File: config.mk
export PLATFORM = sky130hd
export DESIGN_NAME = wrc_top
export DESIGN_NICKNAME = d
export VERILOG_FILES = /design/src/wrc_pkg.sv /design/src/wrc_top.sv
export SDC_FILE = /design/constraint.sdc
export NUM_CORES = 1
export LEC_CHECK = 0
export BUFFER_PORTS_ARGS = -buffer_cell sky130_fd_sc_hd__buf_2
export CAP_MARGIN = 15
export CORE_MARGIN = 1
export CORE_UTILIZATION = 39
export DETAILED_ROUTE_END_ITERATION = 10
export HOLD_SLACK_MARGIN = 0.08
export PLACE_DENSITY_LB_ADDON = 0.25
export SYNTH_ARGS = -nofsm -noshare
export SYNTH_HDL_FRONTEND = slang
export SYNTH_SLANG_ARGS = --single-unit
File: constraint.sdc
create_clock -name clk_sys -period 2.9 [get_ports clk_sys]
set_input_delay 0.435 -clock clk_sys [delete_from_list [all_inputs] [get_ports clk_sys]]
set_output_delay 0.435 -clock clk_sys [all_outputs]
set_load 0.01 [all_outputs]
File: src/wrc_pkg.sv
/*
 Package for the watchdog and reset-source controller: register offsets,
 field positions, values after reset, legal codes and delay counts.
 Assumes a 50 MHz system clock; every delay is derived from that rate.
*/
package wrc_pkg;

    // System clock period
    localparam int CLK_PERIOD_NS = 20;

    // Register offsets on the plain register port
    localparam logic [2:0] OFS_WDT_CTRL = 3'h0;
    localparam logic [2:0] OFS_RST_FLAGS = 3'h1;
    localparam logic [2:0] OFS_PIN_FUNC = 3'h2;
    localparam logic [2:0] OFS_THRESHOLD = 3'h3;
    localparam logic [2:0] OFS_CORE_STATUS = 3'h4;

    // Field positions
    localparam int WDT_EN_BIT = 3;
    localparam int WDT_SEL_LSB = 0;
    localparam int FLAG_CTRL_CORRUPT_BIT = 3;
    localparam int FLAG_UNDERVOLT_BIT = 2;
    localparam int FLAG_THR_CORRUPT_BIT = 1;
    localparam int STAT_EXPIRY_BIT = 1;
    localparam int STAT_PDOWN_BIT = 0;

    // Values after reset and legal codes
    localparam logic [3:0] WDT_CTRL_RST = 4'hf;
    localparam logic [7:0] PIN_FUNC_IO = 8'h55;
    localparam logic [7:0] PIN_FUNC_EXT = 8'haa;
    localparam logic [7:0] THR_RST = 8'h55;
    localparam logic [7:0] THR_CODE_A = 8'h55;
    localparam logic [7:0] THR_CODE_B = 8'h33;
    localparam logic [7:0] THR_CODE_C = 8'h99;
    localparam logic [7:0] THR_CODE_D = 8'haa;
    localparam logic [7:0] THR_CODE_OFF = 8'hf0;

    // Watchdog counter: 8-bit prescale plus seven more stages
    localparam int WDT_CNT_W = 15;
    localparam int WDT_MIN_STAGES = 8;

    // Delays, in ns, and least cycle counts rounded up
    localparam int CORRUPT_DELAY_NS = 16000;
    localparam int RELEASE_DELAY_NS = 10000;
    localparam int CORRUPT_CYC = (CORRUPT_DELAY_NS + CLK_PERIOD_NS - 1) / CLK_PERIOD_NS;
    localparam int RELEASE_CYC = (RELEASE_DELAY_NS + CLK_PERIOD_NS - 1) / CLK_PERIOD_NS;
    localparam int DLY_W = 12;

    typedef enum logic [1:0] {
        SEQ_RUN = 2'b00,
        SEQ_HOLD = 2'b01,
        SEQ_RELEASE = 2'b10
    } wrc_seq_t;

    typedef struct packed {
        logic [2:0] addr;
        logic [7:0] wdata;
        logic wr;
        logic rd;
    } wrc_bus_t;

    typedef struct packed {
        logic watchdog_clear_instruction;
        logic halt;
        logic asleep;
    } wrc_core_t;

endpackage

File: src/wrc_top.sv
/*
 Watchdog timer and reset-source controller with its register file.
 Assumes the core drives watchdog_clear_instruction and halt as one-cycle pulses on clk_sys,
 the low-speed RC clock, clear pin and undervoltage detector arrive as
 asynchronous pins, and software is the only party on the register port.
*/
// Chosen here: the register offsets and the address-and-strobe port.
// What this block does
// - Watchdog counts only while its enable bit is one; no overflow otherwise.
// - Timeout select n gives a period of 2^(8+n) low-speed clock periods.
// - Overflow while running resets the device and sets the expiry flag.
// - Overflow while asleep sets expiry and power-down flags, clears only PC and SP.
// - The watchdog clear instruction zeroes the counter.
// - The power-down instruction also zeroes the counter.
// - Clear pin low, in reset function, zeroes the counter.
// - Power-on clears the program counter to zero.
// - Power-on sets port data and direction to all ones.
// - Clear pin reset leaves status flags unchanged.
// - After the clear pin is released, wait the release delay.
// - Clear pin low resets the device and restarts the program counter.
// - Pin function code 0x55 selects I/O, 0xaa selects clear pin.
// - Any other pin function code forces a full reset after a delay.
// - That corruption reset sets the control corruption flag.
// - Only a software write of zero clears the control corruption flag.
// - All resets but the warm watchdog reset restore pin function to 0x55.
// - Clear pin selection overrides every other sharing control of that pin.
// - A low-voltage reset is a full reset like the clear pin reset.
// - Reset flag bits 7 to 4 and bit 0 read as zero.
// - The watchdog counts edges of the low-speed RC clock.
// - Power-down instruction sets power-down flag and clears expiry flag.
// - Low-voltage reset sets the undervoltage flag; only software clears it.
// - An undefined threshold register value sets the threshold corruption flag.
`timescale 1ns/1ps
`default_nettype none

module wrc_top (
    input wire logic clk_sys,
    input wire logic nrst,
    input wire wrc_pkg::wrc_bus_t bus,
    output logic [7:0] rdata,
    input wire wrc_pkg::wrc_core_t core,
    input wire logic low_speed_rc_clock,
    input wire logic external_clear_pin_n,
    input wire logic low_voltage_detect,
    output logic core_reset,
    output logic warm_reset,
    output logic pin_reset_select
);
    import wrc_pkg::*;

    // Lower 8+n bits set: 000 is the shortest, 111 the longest period
    function automatic logic [WDT_CNT_W-1:0] wdt_mask(input logic [2:0] sel);
        logic [WDT_CNT_W-1:0] m;
        m = {WDT_CNT_W{1'b1}} >> (3'd7 - sel);
        return m;
    endfunction

    function automatic logic thr_legal(input logic [7:0] v);
        return (v == THR_CODE_A) || (v == THR_CODE_B) || (v == THR_CODE_C) ||
            (v == THR_CODE_D) || (v == THR_CODE_OFF);
    endfunction

    // Pin synchronisers; stage one feeds stage two only
    logic [2:0] low_speed_rc_clock_sync_ff, nxt_low_speed_rc_clock_sync;
    logic [1:0] clr_sync_ff, nxt_clr_sync;
    logic [2:0] lv_sync_ff, nxt_lv_sync;

    always_comb begin
        nxt_low_speed_rc_clock_sync = {low_speed_rc_clock_sync_ff[1:0], low_speed_rc_clock};
        nxt_clr_sync = {clr_sync_ff[0], external_clear_pin_n};
        nxt_lv_sync = {lv_sync_ff[1:0], low_voltage_detect};
    end

    always_ff @(posedge clk_sys or negedge nrst) begin
        if (!nrst) begin
            low_speed_rc_clock_sync_ff <= 3'h0;
            clr_sync_ff <= 2'h3;
            lv_sync_ff <= 3'h0;
        end else begin
            low_speed_rc_clock_sync_ff <= nxt_low_speed_rc_clock_sync;
            clr_sync_ff <= nxt_clr_sync;
            lv_sync_ff <= nxt_lv_sync;
        end
    end

    // Registers and flags
    logic wdt_en_ff, nxt_wdt_en;
    logic [2:0] wdt_sel_ff, nxt_wdt_sel;
    logic [7:0] pin_func_ff, nxt_pin_func;
    logic [7:0] thr_ff, nxt_thr;
    logic ctrl_corrupt_ff, nxt_ctrl_corrupt;
    logic undervolt_ff, nxt_undervolt;
    logic thr_corrupt_ff, nxt_thr_corrupt;
    logic expiry_ff, nxt_expiry;
    logic pdown_ff, nxt_pdown;
    logic [7:0] rdata_ff, nxt_rdata;
    logic [WDT_CNT_W-1:0] wdt_cnt_ff, nxt_wdt_cnt;
    logic [DLY_W-1:0] corrupt_cnt_ff, nxt_corrupt_cnt;
    logic [DLY_W-1:0] release_cnt_ff, nxt_release_cnt;
    wrc_seq_t seq_ff, nxt_seq;
    logic core_reset_ff, nxt_core_reset;
    logic warm_reset_ff, nxt_warm_reset;

    // Event decode
    logic low_speed_rc_clock_tick, pin_reset_mode, ext_low, wdt_ovf, wdt_warm, wdt_cold;
    logic lvr_evt, pin_bad, thr_bad, corrupt_evt, cold_evt;

    always_comb begin
        low_speed_rc_clock_tick = low_speed_rc_clock_sync_ff[1] & ~low_speed_rc_clock_sync_ff[2];
        pin_reset_mode = (pin_func_ff == PIN_FUNC_EXT);
        ext_low = pin_reset_mode & ~clr_sync_ff[1];
        wdt_ovf = wdt_en_ff & low_speed_rc_clock_tick &&
            ((wdt_cnt_ff & wdt_mask(wdt_sel_ff)) == wdt_mask(wdt_sel_ff));
        wdt_warm = wdt_ovf & core.asleep;
        wdt_cold = wdt_ovf & ~core.asleep;
        // Detector is ignored while asleep, as the threshold circuit is off then
        lvr_evt = lv_sync_ff[1] & ~lv_sync_ff[2] & ~core.asleep;
        pin_bad = (pin_func_ff != PIN_FUNC_IO) && !pin_reset_mode;
        thr_bad = !thr_legal(thr_ff);
        corrupt_evt = (pin_bad | thr_bad) && (corrupt_cnt_ff == DLY_W'(CORRUPT_CYC - 1));
        cold_evt = wdt_cold | lvr_evt | corrupt_evt | ext_low;
    end

    // Watchdog counter and corruption delay
    always_comb begin
        nxt_wdt_cnt = wdt_cnt_ff;
        if (!wdt_en_ff) begin
            nxt_wdt_cnt = '0;
        end else if (core.watchdog_clear_instruction) begin
            nxt_wdt_cnt = '0;
        end else if (core.halt) begin
            nxt_wdt_cnt = '0;
        end else if (ext_low) begin
            nxt_wdt_cnt = '0;
        end else if (wdt_ovf || cold_evt) begin
            nxt_wdt_cnt = '0;
        end else if (low_speed_rc_clock_tick) begin
            nxt_wdt_cnt = wdt_cnt_ff + WDT_CNT_W'(1);
        end
        nxt_corrupt_cnt = '0;
        if ((pin_bad || thr_bad) && !corrupt_evt) begin
            nxt_corrupt_cnt = corrupt_cnt_ff + DLY_W'(1);
        end
    end

    always_ff @(posedge clk_sys or negedge nrst) begin
        if (!nrst) begin
            wdt_cnt_ff <= '0;
            corrupt_cnt_ff <= '0;
        end else begin
            wdt_cnt_ff <= nxt_wdt_cnt;
            corrupt_cnt_ff <= nxt_corrupt_cnt;
        end
    end

    // Register file; hardware sets win over software clears
    always_comb begin
        nxt_wdt_en = wdt_en_ff;
        nxt_wdt_sel = wdt_sel_ff;
        nxt_pin_func = pin_func_ff;
        nxt_thr = thr_ff;
        nxt_ctrl_corrupt = ctrl_corrupt_ff;
        nxt_undervolt = undervolt_ff;
        nxt_thr_corrupt = thr_corrupt_ff;
        nxt_expiry = expiry_ff;
        nxt_pdown = pdown_ff;
        if (bus.wr) begin
            case (bus.addr)
                OFS_WDT_CTRL: begin
                    nxt_wdt_en = bus.wdata[WDT_EN_BIT];
                    nxt_wdt_sel = bus.wdata[WDT_SEL_LSB +: 3];
                end
                OFS_RST_FLAGS: begin
                    // Flags only clear from software; writing one keeps them
                    nxt_ctrl_corrupt = ctrl_corrupt_ff & bus.wdata[FLAG_CTRL_CORRUPT_BIT];
                    nxt_undervolt = undervolt_ff & bus.wdata[FLAG_UNDERVOLT_BIT];
                    nxt_thr_corrupt = thr_corrupt_ff & bus.wdata[FLAG_THR_CORRUPT_BIT];
                end
                OFS_PIN_FUNC: begin
                    nxt_pin_func = bus.wdata;
                end
                OFS_THRESHOLD: begin
                    nxt_thr = bus.wdata;
                end
                default: begin
                end
            endcase
        end
        if (core.watchdog_clear_instruction) begin
            nxt_expiry = 1'b0;
            nxt_pdown = 1'b0;
        end
        if (core.halt) begin
            nxt_pdown = 1'b1;
            nxt_expiry = 1'b0;
        end
        // Restore on pin release; the pin keeps its reset role while held low
        if ((cold_evt || seq_ff == SEQ_HOLD) && !ext_low) begin
            nxt_wdt_en = WDT_CTRL_RST[WDT_EN_BIT];
            nxt_wdt_sel = WDT_CTRL_RST[WDT_SEL_LSB +: 3];
            nxt_pin_func = PIN_FUNC_IO;
            nxt_thr = THR_RST;
        end
        if (wdt_cold) begin
            nxt_expiry = 1'b1;
        end
        if (wdt_warm) begin
            nxt_expiry = 1'b1;
            nxt_pdown = 1'b1;
        end
        if (corrupt_evt && pin_bad) begin
            nxt_ctrl_corrupt = 1'b1;
        end
        if (lvr_evt) begin
            nxt_undervolt = 1'b1;
        end
        if (thr_bad) begin
            nxt_thr_corrupt = 1'b1;
        end
    end

    // Read data stand only in the cycle after the strobe
    always_comb begin
        nxt_rdata = 8'h00;
        if (bus.rd) begin
            case (bus.addr)
                OFS_WDT_CTRL: nxt_rdata = {4'h0, wdt_en_ff, wdt_sel_ff};
                OFS_RST_FLAGS: nxt_rdata = {4'h0, ctrl_corrupt_ff, undervolt_ff,
                    thr_corrupt_ff, 1'b0};
                OFS_PIN_FUNC: nxt_rdata = pin_func_ff;
                OFS_THRESHOLD: nxt_rdata = thr_ff;
                OFS_CORE_STATUS: nxt_rdata = {6'h00, expiry_ff, pdown_ff};
                default: nxt_rdata = 8'h00;
            endcase
        end
    end

    always_ff @(posedge clk_sys or negedge nrst) begin
        if (!nrst) begin
            wdt_en_ff <= WDT_CTRL_RST[WDT_EN_BIT];
            wdt_sel_ff <= WDT_CTRL_RST[WDT_SEL_LSB +: 3];
            pin_func_ff <= PIN_FUNC_IO;
            thr_ff <= THR_RST;
            ctrl_corrupt_ff <= 1'b0;
            undervolt_ff <= 1'b0;
            thr_corrupt_ff <= 1'b0;
            expiry_ff <= 1'b0;
            pdown_ff <= 1'b0;
            rdata_ff <= 8'h00;
        end else begin
            wdt_en_ff <= nxt_wdt_en;
            wdt_sel_ff <= nxt_wdt_sel;
            pin_func_ff <= nxt_pin_func;
            thr_ff <= nxt_thr;
            ctrl_corrupt_ff <= nxt_ctrl_corrupt;
            undervolt_ff <= nxt_undervolt;
            thr_corrupt_ff <= nxt_thr_corrupt;
            expiry_ff <= nxt_expiry;
            pdown_ff <= nxt_pdown;
            rdata_ff <= nxt_rdata;
        end
    end

    // Reset sequencer: hold while the pin is low, then the release delay
    always_comb begin
        nxt_seq = seq_ff;
        nxt_release_cnt = release_cnt_ff;
        case (seq_ff)
            SEQ_RUN: begin
                if (ext_low) begin
                    nxt_seq = SEQ_HOLD;
                end else if (wdt_cold || lvr_evt || corrupt_evt) begin
                    nxt_seq = SEQ_RELEASE;
                    nxt_release_cnt = '0;
                end
            end
            SEQ_HOLD: begin
                if (!ext_low) begin
                    nxt_seq = SEQ_RELEASE;
                    nxt_release_cnt = '0;
                end
            end
            SEQ_RELEASE: begin
                if (ext_low) begin
                    nxt_seq = SEQ_HOLD;
                end else if (release_cnt_ff == DLY_W'(RELEASE_CYC - 1)) begin
                    nxt_seq = SEQ_RUN;
                end else begin
                    nxt_release_cnt = release_cnt_ff + DLY_W'(1);
                end
            end
            default: begin
                nxt_seq = SEQ_RELEASE;
                nxt_release_cnt = '0;
            end
        endcase
        // Full reset clears PC and presets the ports to inputs
        nxt_core_reset = (nxt_seq != SEQ_RUN);
        nxt_warm_reset = wdt_warm && (seq_ff == SEQ_RUN);
    end

    // Power-on enters the release delay with the core held
    always_ff @(posedge clk_sys or negedge nrst) begin
        if (!nrst) begin
            seq_ff <= SEQ_RELEASE;
            release_cnt_ff <= '0;
            core_reset_ff <= 1'b1;
            warm_reset_ff <= 1'b0;
        end else begin
            seq_ff <= nxt_seq;
            release_cnt_ff <= nxt_release_cnt;
            core_reset_ff <= nxt_core_reset;
            warm_reset_ff <= nxt_warm_reset;
        end
    end

    assign rdata = rdata_ff;
    assign core_reset = core_reset_ff;
    assign warm_reset = warm_reset_ff;
    // Clear pin function overrides any other sharing of that pin
    assign pin_reset_select = pin_reset_mode;
endmodule

`default_nettype wire

==> run summary, run 1 <==
The netlist area before placement is 4220 µm². The clock-pin slew on the worst setup and hold paths is 0.09 ns. For the number of global-route vias before repair, the log shows 3192.

The net count of the mapped netlist was 462. In this run the core area contains 37 standard-cell rows. STA puts the critical path data required time at 3.20 ns. Including well taps, the total number of placed cells is 595. The worst setup path is launched from a flop. The critical-path maximum fanout came out at 15.

The finished layout holds 611 standard cells, fillers aside. Traced cell by cell, the critical path runs through or4bb_1 > nor2_1 > o32a_2 > o21ai_2 > or3_1 > nor2_1. Each instance of the synthesized netlist takes up on average 9.63 µm².

Start-to-end type of the worst setup path: reg -> reg. The number of cells traversed by the worst register-to-register path is 6. The logs give 438 for the synthesized instance count and 0 for the initial antenna violation count.

The tools report the static leakage as 2.13 nW. Based on the critical path, the design can be clocked at up to 0.407 GHz. The library cell used as clock root buffer was clkbuf_8. The worst ir drop on vdd is 0.246 mV, and the count of synthesis-stage warnings from yosys is 0. The library cell used most frequently in the layout, excluding fill and tap cells, is dfrtp_1. Largest net degree at the start of global routing: 46. After synthesis, the netlist uses 57 different library cells. The logs give 32 for the number of top-level design ports and 3324 for the number of vias after detailed routing.

The tools report the wire length of the first global-routing pass as 15800 µm. Setup violations remaining at the end of the flow were counted as 0. Once detail routing completed, the nets flagged for antenna violations numbered 0. Dividing the detail-routed via count by the number of cells gives 5.44. The tools report the count of endpoints failing hold in the final timing report as 0.

The count of flip-flops with a built-in enable after synthesis was 0; the max-capacitance violation count was 0. The clock reaches the later pin of the worst-skew pair after 0.37 ns. The number of antenna diodes in the final layout is 0. The region available for standard cell placement spans 10400 µm². The worst path needs 2.46 ns of the cycle, external delays included. For the final count of pins violating max slew, the log shows 0. The die is 106 µm tall.

Data on the critical path arrives at its endpoint at 2.76 ns. At the end of the flow, the number of nets in the layout was 494. At the end of the flow the core is filled with cells to 45.6%.

The final critical path takes up 84.8% of the cycle. For the pin with the worst max-slew slack, the measured transition is 0.646 ns. Post-CTS repair changed the size of 0 cells.

The share of the Yosys chip area taken by registers is 50.3%. For the total detailed-routing wirelength, the log shows 9310 µm. Compared with the post-synthesis result, the final layout area differs by 12.6%. The logs give 133 for the DRC marker count from the first detailed-route iteration and 6500 µm for the placed wire-length estimate after detailed placement.

Worst min-delay path class: in -> async. The number of clock sinks was 84; the post-CTS setup repair buffer count was 0. In the layout the commonest cells are dfrtp_1, nand2_1, nor2_1.

Among all flip-flop cells after synthesis, the most frequent one is dfrtp_1. The worst setup path is captured at a flop. For the filler cell count in the final layout, the log shows 1024.

For this run, design rule violations remaining after detail routing come to 0. The power per cell area came out at 629 nW/µm². Of the cells placed in the final design, the portion with a size suffix greater than 1 is 16.6%. The logs give 18.0% for the overall global routing resource usage and 0 for the count of hold buffers inserted by post-cts repair. Across the whole layout, storage elements account for 2120 µm². In this run the tightest slew margin relative to its limit is 56.8%. The total negative slack for setup checks was 0 ns. The deepest clock path buffer count is 2, and the async set or reset register ratio after synthesis is 100%.

TritonCTS built the clock tree. The largest single stage delay on the critical path is 0.62 ns. The quantity of I/O buffers inserted on ports was 31.

The flow ran to the end, and the final reports show no timing, DRC or antenna violations. The run gives 9 as the number of buffers added by the clock tree synthesis step. The most numerous cell type found on the critical path is nor2_1. Once the floorplan was initialized, standard cells occupied 40.5% of the core. The total overflow reported by the global router was 0. The number of H-tree levels was 3.

In the final routed layout, each cell accounts on average for 15.2 µm. For this design, the slowest cell found on the critical path is or3_1. The post-synthesis register bit count was 84. The floorplan die width came out at 106 µm. The multi-input logic area is 2000 µm². Setup repair after global routing left no endpoint under its margin. The length of the first detailed-routing pass in iterations is 4.

At the end of routability-driven placement, the weighted congestion stood at 0.833. Die outline area: 11200 µm². Clock skew on the completed layout was measured at 0.0136 ns.

Final hold analysis gives a worst-case slack of 0.0683 ns.
[kinds of logic (layout without fill, tap and decap cells)]
group	Yosys count	in the layout	synth area share [%]
AOI/OAI and AO/OA	67	67	11.0
adders and majority gates	3	3	0.890
and+or+nand+nor	228	228	27.3
buffers and inverters	22	59	2.20
muxes	10	10	3.29
xor gates and xnor gates	24	24	4.99
DFF	84	84	50.3
[synth_stat cells, types with 2 or more instances]
cell type | number | area, µm²
nor2b_1 | 8 | 50.1
ha_1 | 3 | 37.5
mux2i_1 | 6 | 60.1
o31ai_1 | 4 | 30.0
o21ai_0 | 8 | 40.0
nand3_1 | 31 | 155
nor4_1 | 6 | 37.5
o2bb2ai_1 | 5 | 43.8
and3_1 | 6 | 37.5
dfstp_2 | 16 | 420
dfrtp_1 | 68 | 1700
inv_1 | 6 | 22.5
a21o_1 | 8 | 60.1
or2_2 | 4 | 25.0
and2_1 | 6 | 37.5
buf_1 | 2 | 7.51
nor3_1 | 8 | 40.0
nand2_1 | 66 | 248
or3_1 | 3 | 18.8
mux4_2 | 3 | 67.6
xor2_1 | 11 | 96.3
nand3b_1 | 3 | 22.5
nor4bb_1 | 4 | 40.0
nor2_1 | 55 | 206
a21boi_0 | 4 | 30.0
nand4_1 | 6 | 37.5
or4bb_1 | 2 | 22.5
and4_1 | 5 | 43.8
nand4bb_1 | 4 | 45.0
a32oi_1 | 3 | 26.3
buf_2 | 2 | 10.0
a21oi_1 | 20 | 100
nand2b_1 | 5 | 31.3
xnor2_1 | 13 | 114
and3b_1 | 2 | 17.5
clkbuf_1 | 11 | 41.3
[sequential cells by signal, summed over array words and instances (netlist names), 2 cells and up]
register	cells
wdt_cnt_ff	15
release_cnt_ff	12
pin_func_ff	8
lv_sync_ff	3
seq_ff	2
clr_sync_ff	2
thr_ff	8
low_speed_rc_clock_sync_ff	3
wdt_sel_ff	3
rdata	8
corrupt_cnt_ff	12
[final cells by class]
| cell class | count | share of cell area, % |
|---|---|---|
| repair buffers | 37 | 4.53 |
| clock buffers | 11 | 2.98 |
| flip-flops and latches | 84 | 44.7 |
| multi-input cells | 332 | 42.2 |
| well taps | 136 | 3.58 |
| clock inverters | 5 | 1.58 |
| inverters | 6 | 0.474 |
[worst max-delay path, delay by kind of cell (launching register included)]
kind | cells | cell delay (ns)
AO/OA/AOI/OAI | 2 | 0.35
flip-flops | 1 | 0.56
AND/OR/NAND/NOR | 4 | 1.47
[metrics by stage]
step | worst slack [ns] | area (µm²) | total power, mW
finish | 0.441 | 4750 | 2.98
global route | 0.260 | 4750 | 3.18
CTS | 0.431 | 4750 | 3.01
detailed placement | 0.460 | 4530 | 2.08
global placement | 0.519 | 4530 | 2.06
floorplan | 0.715 | 4220 | 1.91
[where the power goes]
part           internal [mW]  switching, mW
Clock                  0.504          0.416
Sequential              1.35          0.190
Combinational          0.264          0.265
Total                   2.11          0.871
[final timing paths]
| check | startpoint | end | slack [ns] |
|---|---|---|---|
| max | pin_func_ff[6] | wdt_cnt_ff[8] | 0.44 |
| min | nrst | corrupt_cnt_ff[10] | 0.07 |
| max reg2reg | pin_func_ff[6] | wdt_cnt_ff[8] | 0.44 |
| min reg2reg | low_speed_rc_clock_sync_ff[0] | low_speed_rc_clock_sync_ff[1] | 0.35 |
| max in group asynchronous | nrst | wdt_sel_ff[0] | 2.12 |
| min in group clk_sys | external_clear_pin_n | clr_sync_ff[0] | 0.16 |
[per-layer routing]
metal  up-vias  global-route usage, %  part of all wire, %
met4         0                   7.84                  1.8
met5         -                      0                    0
met1      1644                   24.4                   47
li1       1610                      -                    -
met2        57                   27.9                   47
met3        13                   3.86                  3.8
Note: power is estimated with default switching activity, not from simulation.
==> run 2: changes to the inputs <==
clock period = 2.2 ns   (was 2.9 ns; I/O delays follow)
==> run summary, run 2 (same netlist as run 1, synthesis figures left out) <==
Number of rows in the core area: 37 (unchanged). Capturing element type of the critical path: a flop. The synthesis-to-finish area growth is 21.9%, and the clock-pin slew on the worst setup and hold paths is 0.09 ns (about the same).

By startpoint and endpoint, the worst setup path is classified as reg -> reg. The overall global routing resource usage is 18.3% (+0.26 points), and the power per cell area is 760 nW/µm² (+21%). The tools report the die outline area as 11200 µm² (unchanged). The number of cells traversed by the worst register-to-register path came out at 7 (+1). The routed length per placed instance was 15.2 µm (-0.53%). The tools report the core footprint as 10400 µm² (unchanged). The tools report the total overflow reported by the global router as 0 (unchanged). The worst ir drop on vdd came out at 0.393 mV (+60%).

The post-route total power was 3.90 mW (+31%); the total detailed-routing wirelength was 9680 µm (+4.0%). The worst hold margin was 0.180 ns (+0.112 ns). The largest registers in the layout are wdt_cnt_ff x15, corrupt_cnt_ff x12, release_cnt_ff x12.

The routed metal-1 wire length is 4460 µm (+1.0%). The logs give 4 (unchanged) for the length of the first detailed-routing pass in iterations and 0.37 ns (about the same) for the later-pin clock latency in the skew report. The time the worst path needs with I/O delays and setup came out at 2.24 ns (-0.224 ns).

The quantity of I/O buffers inserted on ports was 31 (unchanged). The max-capacitance violation count was 0 (unchanged). TritonCTS built the clock tree. The logs give 0 (unchanged) for the initial antenna violation count and 0 (unchanged) for the final count of pins violating max slew. The height of the die was 106 µm (unchanged); the number of vias after detailed routing was 3412 (+2.6%). The final worst-path cycle share was 102% (+17 points); the minimum setup slack in the final design was -0.0354 ns (-0.476 ns). Setup repair after global routing could not meet its margin everywhere. The worst min-delay path class is in -> reg. The final reports fail on negative setup slack. The flip-flop count of the largest register, all copies and words added came out at 15 (unchanged). The run finished, with violations left. The tools report the total number of nets in the final design as 522 (+5.7%). Slew of the pin with the lowest slew margin: 0.591 ns (-0.0547 ns). The number of clock sinks was 84 (unchanged). Clock tree synthesis selected as its root buffer the cell clkbuf_8. For the largest net degree at the start of global routing, the log shows 43 (-6.5%).

For the starting density of the core, the log shows 40.5% (unchanged). The logs give 49.3% (+3.7 points) for the share of the core filled with cells in the final layout and 448 µm (+27%) for the total met3 wirelength after detailed routing. For the wire length of the first global-routing pass, the log shows 16100 µm (+1.8%).

The top cell types in the final layout, fill and taps aside, are nand2_1, dfrtp_1, nor2_1. For the setup violation total in the final timing report, the log shows 19 (+19). For the deepest clock path buffer count, the log shows 2 (unchanged). The part of the total power dissipated in the clock network was 26.1% (-4.7 points).

The normalized max-slew margin is 60.4% (+3.7 points), and the detailed-routed wire length on met2 is 4670 µm (+6.9%). Startpoint type of the worst setup path: a flop. The logs give 1.23 mW (+41%) for the power spent charging and discharging nets and 2.67 mW (+26%) for the internal power component. For the placed wire-length estimate after detailed placement, the log shows 6580 µm (+1.3%). The number of buffers added by the clock tree synthesis step is 9 (unchanged), and the count of endpoints failing hold in the final timing report is 0 (unchanged). The share of cells above drive strength 1 works out to 25.2% (+8.6 points). The run gives 3 (unchanged) as the number of H-tree levels. The switching fraction of total power was 31.5% (+2.3 points); the worst hold path stage count was 3.

The tools report the total negative slack for setup checks as -0.217 ns (-0.217 ns). The arrival time of data at the critical path endpoint is 2.54 ns (-0.22 ns). The share of power burned in combinational logic is 22.7% (+5.0 points).

The tools report the placement-stage worst setup slack as -0.00525 ns (-0.465 ns). The highest layer touched by signal routing is met4. The run gives 2.27 nW (+6.6%) as the static leakage. The worst clock skew on the final layout was 0.0137 ns (+0.000136 ns); the last weighted congestion value of the routability-driven placer was 0.826 (-0.79%).

Sequential power share: 51.3% (about the same). The register ranked first by flip-flop count was wdt_cnt_ff. The run gives 141 (+6.0%) as the DRC marker count from the first detailed-route iteration.

The logs give 0.447 GHz (+10%) for the highest achievable clock rate and 0 (unchanged) for the number of antenna diodes. The number of vias per cell after detailed routing is 5.34 (-1.9%). The number of global-route vias before repair was 3360 (+5.3%); the floorplan die width was 106 µm (unchanged). The run gives 0 (unchanged) as the count of antenna-violating nets left after detailed routing.

The endpoint required time on the critical path is 2.50 ns (-0.70 ns). The critical-path maximum fanout was 7 (-8). For the number of top-level design ports, the log shows 32 (unchanged). The tools report the post-detailed-route DRC marker count as 0 (unchanged).
-- run 2: cell count changes in the layout (fill, tap and decap cells not counted), sizes merged --
cell | previous run | this run
clkbuf | 11 | 10
bufinv | 2 | 0
dlygate4sd3 | 0 | 4
clkinvlp | 0 | 2
inv | 6 | 7
buf | 37 | 61
-- run 2: path summary, 6_finish.rpt --
check,startpoint,to,slack [ns]
max,thr_ff[0],wdt_cnt_ff[8],-0.04
min,bus[6],thr_ff[4],0.18
max reg2reg,thr_ff[0],wdt_cnt_ff[8],-0.04
min reg2reg,low_speed_rc_clock_sync_ff[0],low_speed_rc_clock_sync_ff[1],0.35
max in group asynchronous,nrst,clr_sync_ff[1],1.05
min in group asynchronous,nrst,lv_sync_ff[0],0.49
-- run 2: critical path, stage by stage, from the launching register on --
cell       delay (ns)
dfstp_2          0.64
nand4bb_4        0.15
a2111oi_4        0.42
o32a_4           0.24
o21ai_4          0.08
or3_4            0.36
buf_6            0.15
nor2_1           0.11
-- run 2: metal layers --
metal,vias to the layer above,GRT usage (%)
met3,8,4.54
met4,0,7.54
met1,1680,24.2
li1,1657,-
met2,67,28.7
met5,-,0
-- run 2: power groups by stage --
stage	clock [mW]	sequential (mW)	combinational, mW
finish	1.02	2.00	0.884
global route	1.11	2.04	0.997
CTS	1.05	1.99	0.832
detailed placement	0	2.01	0.807
global placement	0	2.01	0.795
floorplan	0	1.98	0.539
-- run 2: cell type report --
cell class / count / area [µm²]
inverters: 6 / 22.5
fillers: 1001 / 5280
well taps: 136 / 170
clock buffers: 10 / 138
clock inverters: 6 / 38.8
flip-flops and latches: 84 / 2120
multi-input cells: 332 / 2180
repair buffers: 65 / 463
-- run 2: metrics by stage --
| stage | instances | area [µm²] |
|---|---|---|
| 2_1_floorplan | 438 | 4220 |
| 3_3_place_gp | 613 | 4680 |
| 3_5_place_dp | 613 | 4680 |
| 4_1_cts | 633 | 4930 |
| 5_1_grt | 639 | 5140 |
| 6_report | 639 | 5140 |
-- run 2: repair_timing --
action                     CTS  global route
hold buffers                 4             0
gates cloned                 0             2
buffers inserted             0             4
gates resized for setup      4            36
hold endpoints to repair    41             0
pin swaps                    1            12
setup endpoints to repair   15            44
